$ cat config.mk
export PLATFORM = sky130hd
export DESIGN_NAME = uart_ctrl_status_logic
export DESIGN_NICKNAME = d
export VERILOG_FILES = /design/src/rtl/uart_pkg.sv /design/src/rtl/uart_ctrl_status_logic.sv
export SDC_FILE = /design/constraint.sdc
export NUM_CORES = 1
export LEC_CHECK = 0
export BUFFER_PORTS_ARGS = -buffer_cell sky130_fd_sc_hd__buf_2
export CORE_AREA = 2 2 164 166
export CTS_BUF_LIST = sky130_fd_sc_hd__clkbuf_4 sky130_fd_sc_hd__clkbuf_8
export DETAILED_ROUTE_END_ITERATION = 12
export DIE_AREA = 0 0 166 168
export PLACE_DENSITY = 0.42
export RECOVER_POWER = 50
export SETUP_SLACK_MARGIN = 0.05
export SYNTH_ARGS = -nofsm -noshare
export SYNTH_HDL_FRONTEND = slang
export SYNTH_SLANG_ARGS = --single-unit
export TNS_END_PERCENT = 20
$ cat constraint.sdc
create_clock -name clk_i -period 3.16 [get_ports clk_i]
set_clock_uncertainty 0.2 [all_clocks]
set_input_delay 0.632 -clock clk_i [delete_from_list [all_inputs] [get_ports clk_i]]
set_output_delay 0.632 -clock clk_i [all_outputs]
set_load 0.05 [all_outputs]
$ cat src/rtl/uart_pkg.sv
// Register map, field positions, reset values and state types of the serial control block
package uart_pkg;

  // ----------------------------------------------------------------
  // Register byte offsets
  // ----------------------------------------------------------------
  localparam logic [11:0] OFS_FRAME  = 12'h000;
  localparam logic [11:0] OFS_ENABLE = 12'h004;
  localparam logic [11:0] OFS_NINTH  = 12'h008;
  localparam logic [11:0] OFS_STATUS = 12'h00C;
  localparam logic [11:0] OFS_DATA   = 12'h010;

  // ----------------------------------------------------------------
  // Field positions
  // ----------------------------------------------------------------
  localparam int F_UNIT_ON = 6, F_TX_INV = 5, F_CHAR9 = 4, F_ROUSE = 3;
  localparam int F_IDLE_ORG = 2, F_PAR_ON = 1, F_PAR_ODD = 0;
  localparam int F_TBE_IE = 7, F_DONE_IE = 6, F_FULL_IE = 5, F_IDLE_IE = 4;
  localparam int F_TX_ON = 3, F_RX_ON = 2, F_STANDBY = 1, F_BREAK = 0;
  localparam int F_RX9 = 7, F_TX9 = 6, F_OR_IE = 3, F_NF_IE = 2, F_FE_IE = 1, F_PE_IE = 0;
  localparam int F_TBE = 7, F_DONE = 6, F_FULL = 5, F_QUIET = 4;
  localparam int F_OR = 3, F_NF = 2, F_FE = 1, F_PE = 0;

  // ----------------------------------------------------------------
  // Reset values and timing
  // ----------------------------------------------------------------
  localparam logic [7:0] RST_CTRL     = 8'h00;
  localparam logic [7:0] RST_STATUS   = 8'hC0;
  localparam int         BIT_CYCLES_DEF = 16;
  localparam logic [3:0] LEN8_BITS    = 4'hA;
  localparam logic [3:0] LEN9_BITS    = 4'hB;

  typedef enum logic [1:0] {TX_IDLE, TX_SEND, TX_BRK} tx_state_t;
  typedef enum logic [1:0] {RX_IDLE, RX_START, RX_BITS} rx_state_t;

endpackage : uart_pkg

$ cat src/rtl/uart_ctrl_status_logic.sv
// Control, status and serial engine of the asynchronous transceiver with APB access
//
// Design decisions made here: the APB slave port and the placing of the registers.
`timescale 1ns/1ns
`default_nettype none

module uart_ctrl_status_logic import uart_pkg::*; #(
  parameter int BIT_CYCLES = BIT_CYCLES_DEF
) (
  input  wire logic        clk_i,
  input  wire logic        nrst_i,
  input  wire logic        psel_i,
  input  wire logic        penable_i,
  input  wire logic        pwrite_i,
  input  wire logic [11:0] paddr_i,
  input  wire logic [31:0] pwdata_i,
  output logic      [31:0] prdata_o,
  output logic             pready_o,
  output logic             pslverr_o,
  input  wire logic        rx_pin_i,
  output logic             tx_pin_o,
  output logic             tx_irq_o,
  output logic             rx_irq_o,
  output logic             err_irq_o
);

  localparam int TW = $clog2(BIT_CYCLES + 1);
  localparam logic [TW-1:0] BIT_LAST  = TW'(BIT_CYCLES - 1);
  localparam logic [TW-1:0] HALF_LAST = TW'(BIT_CYCLES / 2 - 1);

  logic unit_on, tx_invert, char_len_sel, rouse_source_sel, idle_count_origin;
  logic parity_on, parity_odd_sel;
  logic tx_empty_irq_en, tx_done_irq_en, rx_full_irq_en, idle_irq_en;
  logic tx_on, rx_on, rx_standby, break_send;
  logic overrun_irq_en, noise_irq_en, framing_irq_en, parity_err_irq_en;
  logic rx_ninth_bit, tx_ninth_bit;
  logic [7:0] tx_data, rx_data, stat_seen, status_val;
  logic tx_buf_empty, tx_done, rx_buf_full, line_quiet_flag;
  logic overrun_flag, noise_flag, framing_flag, parity_err_flag;
  logic tx_on_d, rx_on_d, pre_pend, idle_armed, rx_d, rx_noisy, quiet_full_d;
  tx_state_t  tx_st;
  rx_state_t  rx_st;
  logic [10:0] tx_shift, rx_shift, frame, rx_full;
  logic [3:0]  tx_bits, rx_cnt, quiet_cnt, nbits;
  logic [TW-1:0] tx_tick, rx_tick, quiet_tick;
  logic [31:0] rd_val;
  logic        rd_err;

  // ----------------------------------------------------------------
  // APB access
  // ----------------------------------------------------------------
  logic acc, wr, rd;
  logic hit_frame, hit_enable, hit_ninth, hit_status, hit_data;
  assign acc        = psel_i & penable_i & pready_o;
  assign wr         = acc & pwrite_i;
  assign rd         = acc & ~pwrite_i;
  assign hit_frame  = paddr_i == OFS_FRAME;
  assign hit_enable = paddr_i == OFS_ENABLE;
  assign hit_ninth  = paddr_i == OFS_NINTH;
  assign hit_status = paddr_i == OFS_STATUS;
  assign hit_data   = paddr_i == OFS_DATA;

  assign status_val = {tx_buf_empty, tx_done, rx_buf_full, line_quiet_flag,
                       overrun_flag, noise_flag, framing_flag, parity_err_flag};

  always_comb begin
    rd_val = 32'h0000_0000;
    rd_err = 1'b0;
    if (hit_frame) begin
      rd_val[7:0] = {1'b0, unit_on, tx_invert, char_len_sel, rouse_source_sel,
                     idle_count_origin, parity_on, parity_odd_sel};
    end else if (hit_enable) begin
      rd_val[7:0] = {tx_empty_irq_en, tx_done_irq_en, rx_full_irq_en, idle_irq_en,
                     tx_on, rx_on, rx_standby, break_send};
    end else if (hit_ninth) begin
      rd_val[7:0] = {rx_ninth_bit, tx_ninth_bit, 2'b00, overrun_irq_en, noise_irq_en,
                     framing_irq_en, parity_err_irq_en};
    end else if (hit_status) begin
      rd_val[7:0] = status_val;
    end else if (hit_data) begin
      rd_val[7:0] = rx_data;
    end else begin
      rd_err = 1'b1;
    end
  end

  always_ff @(posedge clk_i or negedge nrst_i) begin
    if (!nrst_i) begin
      pready_o  <= 1'b0;
      pslverr_o <= 1'b0;
      prdata_o  <= 32'h0000_0000;
    end else begin
      pready_o  <= psel_i & ~penable_i;
      pslverr_o <= psel_i & ~penable_i & rd_err;
      if (psel_i && !penable_i) begin
        prdata_o <= pwrite_i ? 32'h0000_0000 : rd_val;
      end
    end
  end

  // Status read arms the clear done by the following data access
  always_ff @(posedge clk_i or negedge nrst_i) begin
    if (!nrst_i) begin
      stat_seen <= 8'h00;
    end else if (rd && hit_status) begin
      stat_seen <= prdata_o[7:0];
    end else if (acc && hit_data) begin
      stat_seen <= 8'h00;
    end
  end

  // ----------------------------------------------------------------
  // Control registers
  // ----------------------------------------------------------------
  logic rx_done, idle_hit, wake;
  assign wake = rx_standby & ((rx_done & rouse_source_sel & rx_full[9])
              | (idle_hit & ~rouse_source_sel));

  always_ff @(posedge clk_i or negedge nrst_i) begin
    if (!nrst_i) begin
      {unit_on, tx_invert, char_len_sel, rouse_source_sel} <= RST_CTRL[3:0];
      {idle_count_origin, parity_on, parity_odd_sel} <= RST_CTRL[2:0];
      {tx_empty_irq_en, tx_done_irq_en, rx_full_irq_en, idle_irq_en} <= RST_CTRL[3:0];
      {tx_on, rx_on, rx_standby, break_send} <= RST_CTRL[3:0];
      {overrun_irq_en, noise_irq_en, framing_irq_en, parity_err_irq_en} <= RST_CTRL[3:0];
    end else begin
      if (wake) begin
        rx_standby <= 1'b0;
      end
      if (wr && hit_frame) begin
        unit_on           <= pwdata_i[F_UNIT_ON];
        tx_invert         <= pwdata_i[F_TX_INV];
        char_len_sel      <= pwdata_i[F_CHAR9];
        rouse_source_sel  <= pwdata_i[F_ROUSE];
        idle_count_origin <= pwdata_i[F_IDLE_ORG];
        parity_on         <= pwdata_i[F_PAR_ON];
        parity_odd_sel    <= pwdata_i[F_PAR_ODD];
      end else if (wr && hit_enable) begin
        tx_empty_irq_en <= pwdata_i[F_TBE_IE];
        tx_done_irq_en  <= pwdata_i[F_DONE_IE];
        rx_full_irq_en  <= pwdata_i[F_FULL_IE];
        idle_irq_en     <= pwdata_i[F_IDLE_IE];
        rx_standby      <= pwdata_i[F_STANDBY];
        break_send      <= pwdata_i[F_BREAK];
        if (unit_on) begin
          tx_on <= pwdata_i[F_TX_ON];
          rx_on <= pwdata_i[F_RX_ON];
        end
      end else if (wr && hit_ninth) begin
        overrun_irq_en    <= pwdata_i[F_OR_IE];
        noise_irq_en      <= pwdata_i[F_NF_IE];
        framing_irq_en    <= pwdata_i[F_FE_IE];
        parity_err_irq_en <= pwdata_i[F_PE_IE];
      end
    end
  end

  // ----------------------------------------------------------------
  // Transmitter
  // ----------------------------------------------------------------
  logic tx_par, tx_b7, tx_b8, tx_load, tx_line;
  assign nbits   = char_len_sel ? LEN9_BITS : LEN8_BITS;
  assign tx_par  = parity_odd_sel ^ (char_len_sel ? ^tx_data : ^tx_data[6:0]);
  assign tx_b7   = (parity_on && !char_len_sel) ? tx_par : tx_data[7];
  assign tx_b8   = parity_on ? tx_par : tx_ninth_bit;
  assign frame   = {1'b1, char_len_sel ? tx_b8 : 1'b1, tx_b7, tx_data[6:0], 1'b0};
  assign tx_load = unit_on && tx_st == TX_IDLE && tx_on && !break_send && !pre_pend
                   && !tx_buf_empty;
  assign tx_line = (tx_st == TX_IDLE) ? 1'b1 : tx_shift[0];

  always_ff @(posedge clk_i or negedge nrst_i) begin
    if (!nrst_i) begin
      tx_on_d  <= 1'b0;
      pre_pend <= 1'b0;
    end else begin
      tx_on_d <= tx_on;
      if (!unit_on || (tx_st == TX_IDLE && tx_on && (break_send || pre_pend))) begin
        pre_pend <= 1'b0;
      end
      if (unit_on && tx_on && !tx_on_d) begin
        pre_pend <= 1'b1;
      end
    end
  end

  always_ff @(posedge clk_i or negedge nrst_i) begin
    if (!nrst_i) begin
      tx_st    <= TX_IDLE;
      tx_shift <= 11'h7FF;
      tx_bits  <= 4'h0;
      tx_tick  <= '0;
    end else if (!unit_on) begin
      tx_st <= TX_IDLE;
    end else begin
      case (tx_st)
        TX_IDLE: begin
          tx_tick <= '0;
          tx_bits <= nbits;
          if (tx_on && break_send) begin
            tx_st    <= TX_BRK;
            tx_shift <= 11'h000;
          end else if (tx_on && pre_pend) begin
            tx_st    <= TX_SEND;
            tx_shift <= 11'h7FF;
          end else if (tx_load) begin
            tx_st    <= TX_SEND;
            tx_shift <= frame;
          end
        end
        default: begin
          if (tx_tick == BIT_LAST) begin
            tx_tick  <= '0;
            tx_shift <= {tx_st != TX_BRK, tx_shift[10:1]};
            tx_bits  <= tx_bits - 4'h1;
            if (tx_bits == 4'h1) begin
              if (tx_st == TX_BRK && break_send) begin
                tx_shift <= 11'h000;
                tx_bits  <= nbits;
              end else if (tx_st == TX_BRK) begin
                tx_st    <= TX_SEND;
                tx_shift <= 11'h7FF;
                tx_bits  <= 4'h1;
              end else begin
                tx_st <= TX_IDLE;
              end
            end
          end else begin
            tx_tick <= tx_tick + 1'b1;
          end
        end
      endcase
    end
  end

  // ----------------------------------------------------------------
  // Receiver
  // ----------------------------------------------------------------
  logic rx_en, rx_samp, rx_commit, commit_ok, par_bad;
  assign rx_en     = unit_on & rx_on;
  assign rx_samp   = rx_st == RX_BITS && rx_tick == BIT_LAST;
  assign rx_done   = rx_samp && rx_cnt == nbits - 4'h2;
  assign rx_full   = {rx_pin_i, rx_shift[10:1]};
  assign rx_commit = rx_done & (~rx_standby | (rouse_source_sel & rx_full[9]));
  assign commit_ok = rx_commit & ~rx_buf_full;
  assign par_bad   = parity_on & ((char_len_sel ? ^rx_full[9:1] : ^rx_full[9:2])
                     != parity_odd_sel);

  always_ff @(posedge clk_i or negedge nrst_i) begin
    if (!nrst_i) begin
      rx_st    <= RX_IDLE;
      rx_shift <= 11'h000;
      rx_cnt   <= 4'h0;
      rx_tick  <= '0;
      rx_d     <= 1'b1;
      rx_noisy <= 1'b0;
    end else begin
      rx_d <= rx_pin_i;
      if (!rx_en) begin
        rx_st <= RX_IDLE;
      end else begin
        case (rx_st)
          RX_IDLE: begin
            rx_tick  <= '0;
            rx_cnt   <= 4'h0;
            rx_noisy <= 1'b0;
            if (!rx_pin_i) begin
              rx_st <= RX_START;
            end
          end
          RX_START: begin
            if (rx_tick == HALF_LAST) begin
              rx_tick <= '0;
              rx_st   <= rx_pin_i ? RX_IDLE : RX_BITS;
            end else begin
              rx_tick <= rx_tick + 1'b1;
            end
          end
          default: begin
            if (rx_samp) begin
              rx_tick  <= '0;
              rx_shift <= rx_full;
              rx_cnt   <= rx_cnt + 4'h1;
              rx_noisy <= rx_noisy | (rx_pin_i ^ rx_d);
              if (rx_done) begin
                rx_st <= RX_IDLE;
              end
            end else begin
              rx_tick <= rx_tick + 1'b1;
            end
          end
        endcase
      end
    end
  end

  // Counts bit times of consecutive ones for idle detection
  always_ff @(posedge clk_i or negedge nrst_i) begin
    if (!nrst_i) begin
      quiet_cnt    <= 4'h0;
      quiet_tick   <= '0;
      quiet_full_d <= 1'b0;
    end else begin
      quiet_full_d <= quiet_cnt == nbits;
      if (!rx_en || !rx_pin_i) begin
        quiet_cnt  <= 4'h0;
        quiet_tick <= '0;
      end else if (rx_samp) begin
        quiet_tick <= '0;
        if (idle_count_origin || quiet_cnt == nbits) begin
          quiet_cnt <= idle_count_origin ? 4'h0 : quiet_cnt;
        end else begin
          quiet_cnt <= quiet_cnt + 4'h1;
        end
      end else if (rx_st == RX_IDLE) begin
        if (quiet_tick == BIT_LAST) begin
          quiet_tick <= '0;
          if (quiet_cnt != nbits) begin
            quiet_cnt <= quiet_cnt + 4'h1;
          end
        end else begin
          quiet_tick <= quiet_tick + 1'b1;
        end
      end
    end
  end
  assign idle_hit = quiet_cnt == nbits && !quiet_full_d;

  // ----------------------------------------------------------------
  // Status flags; a set in the clearing cycle wins
  // ----------------------------------------------------------------
  logic data_rd, data_wr;
  assign data_rd = rd & hit_data;
  assign data_wr = wr & hit_data;

  always_ff @(posedge clk_i or negedge nrst_i) begin
    if (!nrst_i) begin
      {tx_buf_empty, tx_done, rx_buf_full, line_quiet_flag} <= RST_STATUS[7:4];
      {overrun_flag, noise_flag, framing_flag, parity_err_flag} <= RST_STATUS[3:0];
      {idle_armed, rx_on_d} <= 2'b00;
    end else begin
      rx_on_d <= rx_on;
      if (data_wr && stat_seen[F_TBE]) begin
        tx_buf_empty <= 1'b0;
      end
      if (tx_load || !unit_on) begin
        tx_buf_empty <= 1'b1;
      end
      tx_done <= !unit_on || (tx_buf_empty && tx_st == TX_IDLE
                 && !(tx_on && (pre_pend || break_send)) && !tx_load);
      if (data_rd) begin
        rx_buf_full     <= rx_buf_full & ~stat_seen[F_FULL];
        line_quiet_flag <= line_quiet_flag & ~stat_seen[F_QUIET];
        overrun_flag    <= overrun_flag & ~stat_seen[F_OR];
        noise_flag      <= noise_flag & ~stat_seen[F_NF];
        framing_flag    <= framing_flag & ~stat_seen[F_FE];
        parity_err_flag <= parity_err_flag & ~stat_seen[F_PE];
      end
      if ((rx_on && !rx_on_d) || (data_rd && stat_seen[F_QUIET])) begin
        idle_armed <= 1'b0;
      end
      if (commit_ok) begin
        rx_buf_full <= 1'b1;
        idle_armed  <= 1'b1;
        if (!rx_full[10]) framing_flag <= 1'b1;
        if (par_bad) parity_err_flag <= 1'b1;
        if (rx_noisy || (rx_pin_i ^ rx_d)) noise_flag <= 1'b1;
      end
      if (rx_commit && rx_buf_full) begin
        overrun_flag <= 1'b1;
      end
      if (idle_hit && idle_armed && !rx_standby) begin
        line_quiet_flag <= 1'b1;
      end
    end
  end

  // Data buffer and ninth bits keep their contents through reset
  always_ff @(posedge clk_i) begin
    if (data_wr) begin
      tx_data <= pwdata_i[7:0];
    end
    if (wr && hit_ninth) begin
      tx_ninth_bit <= pwdata_i[F_TX9];
    end
    if (commit_ok) begin
      rx_data      <= char_len_sel ? rx_full[8:1] : rx_full[9:2];
      rx_ninth_bit <= rx_full[9];
    end
  end

  // ----------------------------------------------------------------
  // Pin and interrupt outputs
  // ----------------------------------------------------------------
  always_ff @(posedge clk_i or negedge nrst_i) begin
    if (!nrst_i) begin
      tx_pin_o  <= 1'b1;
      tx_irq_o  <= 1'b0;
      rx_irq_o  <= 1'b0;
      err_irq_o <= 1'b0;
    end else begin
      tx_pin_o  <= tx_invert ^ tx_line;
      tx_irq_o  <= unit_on & ((tx_buf_empty & tx_empty_irq_en)
                 | (tx_done & tx_done_irq_en));
      rx_irq_o  <= ~rx_standby & ((rx_buf_full & rx_full_irq_en)
                 | (line_quiet_flag & idle_irq_en));
      err_irq_o <= (overrun_flag & overrun_irq_en) | (noise_flag & noise_irq_en)
                 | (framing_flag & framing_irq_en) | (parity_err_flag & parity_err_irq_en);
    end
  end
endmodule : uart_ctrl_status_logic
`default_nettype wire

==> metrics.yaml <==
clocking:
  cts-resized-gates: 0
  cts_sinks: 124
  cts_root_buffer: "clkbuf_8"
  hold_buffers: 0
  cts_made_buffers: 17
  post-cts-setup-buffer-count: 0
  cts_tree: "done"
  clk_path_buf_depth: 2
  clkTransAtPathRegs_ns: 0.07
  htree_levels: 4
  clock_latency_ns: 0.44
sta:
  finalCriticalPeriod_ns: 2.78
  slew_headroom_pct: 15.0
  rsz0062_at_grt: "false"
  finalWorstSetupSlack_ns: 0.385
  tightestPinTransition_ns: 1.27
  fin_setup_tns_ns: 0
  finalSetupViolCount: 0
  clock.fmax_mhz: 360
  maxSlewViolCount: 0
  fin_crit_sh_pct: 87.8
  hold_viol: 0
worst_hold_path:
  hold_depth: 1
  hold_start: "rx_pin_i"
  hold_path.class: "in2reg"
  hold_end: "rx_d"
die:
  die_x_um: 166
  design.core.area_sq_um: 26400
  fp-row-count: 60
  start_util_pct: 23.6
  dieHeight_um: 168
  pin_count: 88
  die_area_sq_um: 27900
route:
  first_iter_violations: 277
  viasPerCell: 4.62
  ant_nets: 0
  vias: 4576
  drc: 0
  totalWireLength_um: 15800
  wl_per_cell_um: 15.9
  dr.pass1.iters: 4
critical_path:
  path_class: "reg2reg"
  max_stage_delay_ns: 0.40
  reg2reg_depth: 9
  startpoint_type: "flop"
  crit_path_end_kind: "flop"
  ff2ff_setup_slack_ns: 0.38
  crit_slowest_cell: "dfrtp_1"
  cp.required_ns: 3.10
  reg2reg_from: "rx_tick[0]"
  path_common_cell: "ha_1"
  crit_buf_inv: 1
  timing.rr.end: "rx_data[4]"
  arrival_ns: 2.71
  cp_top_family: "simple AND/OR/NAND/NOR gates"
  path_max_fanout: 9
  cp_cell_sequence: "ha_1 -> nand2_1 -> nor2_1 -> ha_1 -> and3b_1 -> nand4_1 -> a21oi_1 -> nor2b_1 -> buf_4"
yosys:
  synth_edf_count: 18
  synth_ff_type: "dfrtp_1"
  syn_avg_cell_area_sq_um: 10.4
  synth_seq_cells: 124
  synth_warnings: 0
  synth.distinct_cells: 65
  synth_area_sq_um: 6220
  ys_seq_area_share_pct: 51.7
  ys_async_sr_fraction_pct: 85.5
  syn_inst: 596
global_routing:
  antenna_found_initial: 0
  grt_pass1_wl_um: 25700
  grt_max_degree: 50
  grt_pass1_vias: 4642
  grt_use_total_pct: 11.8
  grt_overflow: 0
final_layout:
  final_layout_size_suffix_gt1_share_pct: 20.2
  nNetsFinal: 695
  area_growth_pct: 15.1
  diodes: 0
  fill_cells: 2759
placed_design:
  pre_cts_ws_ns: 0.251
  place.port_buffers: 39
  place_hpwl_um: 11600
  gp_congestion: 0.761
power:
  p_clk_share_pct: 46.2
  pwr-share-comb_pct: 5.3
  p_int_mw: 2.59
  powerDensity_nw_per_um2: 469
  ir_drop_mv: 0.243
  power.leakage_nw: 3.15
  switching_share_pct: 22.8
  p_sw_mw: 0.767
  seqPwrFrac_pct: 48.5
job:
  cap_viol_max_count: 0
outcome:
  status: "finished, final reports clean"
==> power groups by stage <==
| stage | clock (mW) | combinational (mW) | sequential, mW |
|---|---|---|---|
| after global placement | 0 | 0.183 | 1.66 |
| after global routing | 1.67 | 0.196 | 1.63 |
| after detailed placement | 0 | 0.186 | 1.66 |
| final | 1.55 | 0.178 | 1.63 |
| after floorplan | 0 | 0.129 | 1.66 |
| after CTS | 1.60 | 0.186 | 1.63 |
==> cell usage after synthesis, types with 3 or more instances <==
cell	n	area, sq um
dfrtp_1	91	2280
o21ai_0	54	270
nand2_1	51	191
mux2_2	34	383
nor2_1	31	116
clkbuf_1	29	109
a21oi_1	26	130
inv_1	26	97.6
buf_4	24	180
edfxtp_1	18	541
xnor2_1	17	149
dfstp_2	15	394
nand3_1	15	75.1
a22o_1	12	105
nor3_1	12	60.1
a21o_1	10	75.1
ha_1	8	100
o31ai_1	8	60.1
nor2b_1	7	43.8
xor2_1	7	61.3
mux2i_1	6	60.1
nand2b_1	6	37.5
o2bb2ai_1	6	52.6
a22oi_1	5	37.5
nand4_1	5	31.3
o221ai_1	5	43.8
o22ai_1	5	31.3
a31oi_1	4	25.0
or2_2	4	25.0
or3_1	4	25.0
and2_1	3	18.8
and3_1	3	18.8
o211ai_1	3	22.5
o41ai_1	3	26.3
==> cell type report <==
| cell class | count | area (sq um) | share of cell area [%] |
|---|---|---|---|
| Multi-Input combinational cell | 413 | 2690 | 37.6 |
| Clock inverter | 9 | 140 | 1.96 |
| Inverter | 26 | 97.6 | 1.36 |
| Sequential cell | 124 | 3210 | 44.9 |
| Clock buffer | 23 | 298 | 4.16 |
| Tap cell | 341 | 427 | 5.96 |
| Timing Repair Buffer | 55 | 289 | 4.04 |
==> sequential cells by signal, indices dropped and copies added (netlist names), 5 cells and up <==
register    flops
tx_shift       11
rx_shift        9
prdata_o        8
rx_data         8
tx_data         8
stat_seen       7
quiet_tick      5
rx_tick         5
tx_tick         5
==> routing by layer <==
layer	track usage [%]	wire (um)	up-vias
met4	5.03	439	0
met2	19.5	7700	92
met3	2.84	471	28
li1	-	-	2166
met1	14.7	7160	2290
met5	0	0	-
==> worst register-to-register path: stages (launching register included) <==
cell and delay [ns]:
dfrtp_1 0.40, ha_1 0.21, nand2_1 0.09, nor2_1 0.10, ha_1 0.20, and3b_1 0.38
nand4_1 0.21, a21oi_1 0.25, nor2b_1 0.23, buf_4 0.20
==> metrics by stage <==
step / cell area (sq um) / cells / utilization [%] / hold WS, ns / total power [mW]
6_report: 7150 / 991 / 27.2 / 0.196 / 3.36
4_1_cts: 7190 / 990 / 27.3 / 0.0197 / 3.42
3_5_place_dp: 6750 / 958 / 25.6 / 0.274 / 1.84
5_1_grt: 7150 / 991 / 27.2 / 0.197 / 3.50
2_1_floorplan: 6300 / 619 / - / 0.136 / 1.79
3_3_place_gp: 6750 / 958 / 25.6 / 0.258 / 1.84
==> worst max path at each step <==
stage,startpoint,slack [ns],depth (start not counted),endpoint
after global placement,tx_bits[0],0.28,6,tx_shift[9]
after floorplan,rx_tick[0],0.54,10,rx_data[0]
after detailed placement,tx_bits[0],0.25,6,tx_shift[9]
after global routing,rx_tick[0],0.16,9,rx_data[3]
after CTS,tx_bits[0],0.26,6,tx_shift[9]
final,rx_tick[0],0.38,9,rx_data[4]
==> cells by family after synthesis <==
kind of cell / after synthesis / share of synthesized area (%)
compound gates: 157 / 16.3
xor+xnor: 24 / 3.38
fa+ha+maj: 8 / 1.61
buf+inv: 82 / 6.44
flops: 124 / 51.7
mux: 42 / 7.61
other cells: 1 / 0.0603
simple gates: 158 / 12.9
==> layout by cell type (no fill, tap or decap), types with 7 or more instances in the layout <==
cell      count
dfrtp_1      91
o21ai_0      53
nand2_1      51
mux2_2       34
nor2_1       31
buf_2        28
inv_1        26
a21oi_1      26
conb_1       24
clkbuf_8     20
edfxtp_1     18
xnor2_1      17
nand3_1      15
dfstp_2      15
clkbuf_1     13
nor3_1       12
a22o_1       12
buf_4        11
a21o_1       10
o31ai_1       8
ha_1          8
xor2_1        7
nor2b_1       7
Note: power is estimated with default switching activity, not from simulation.
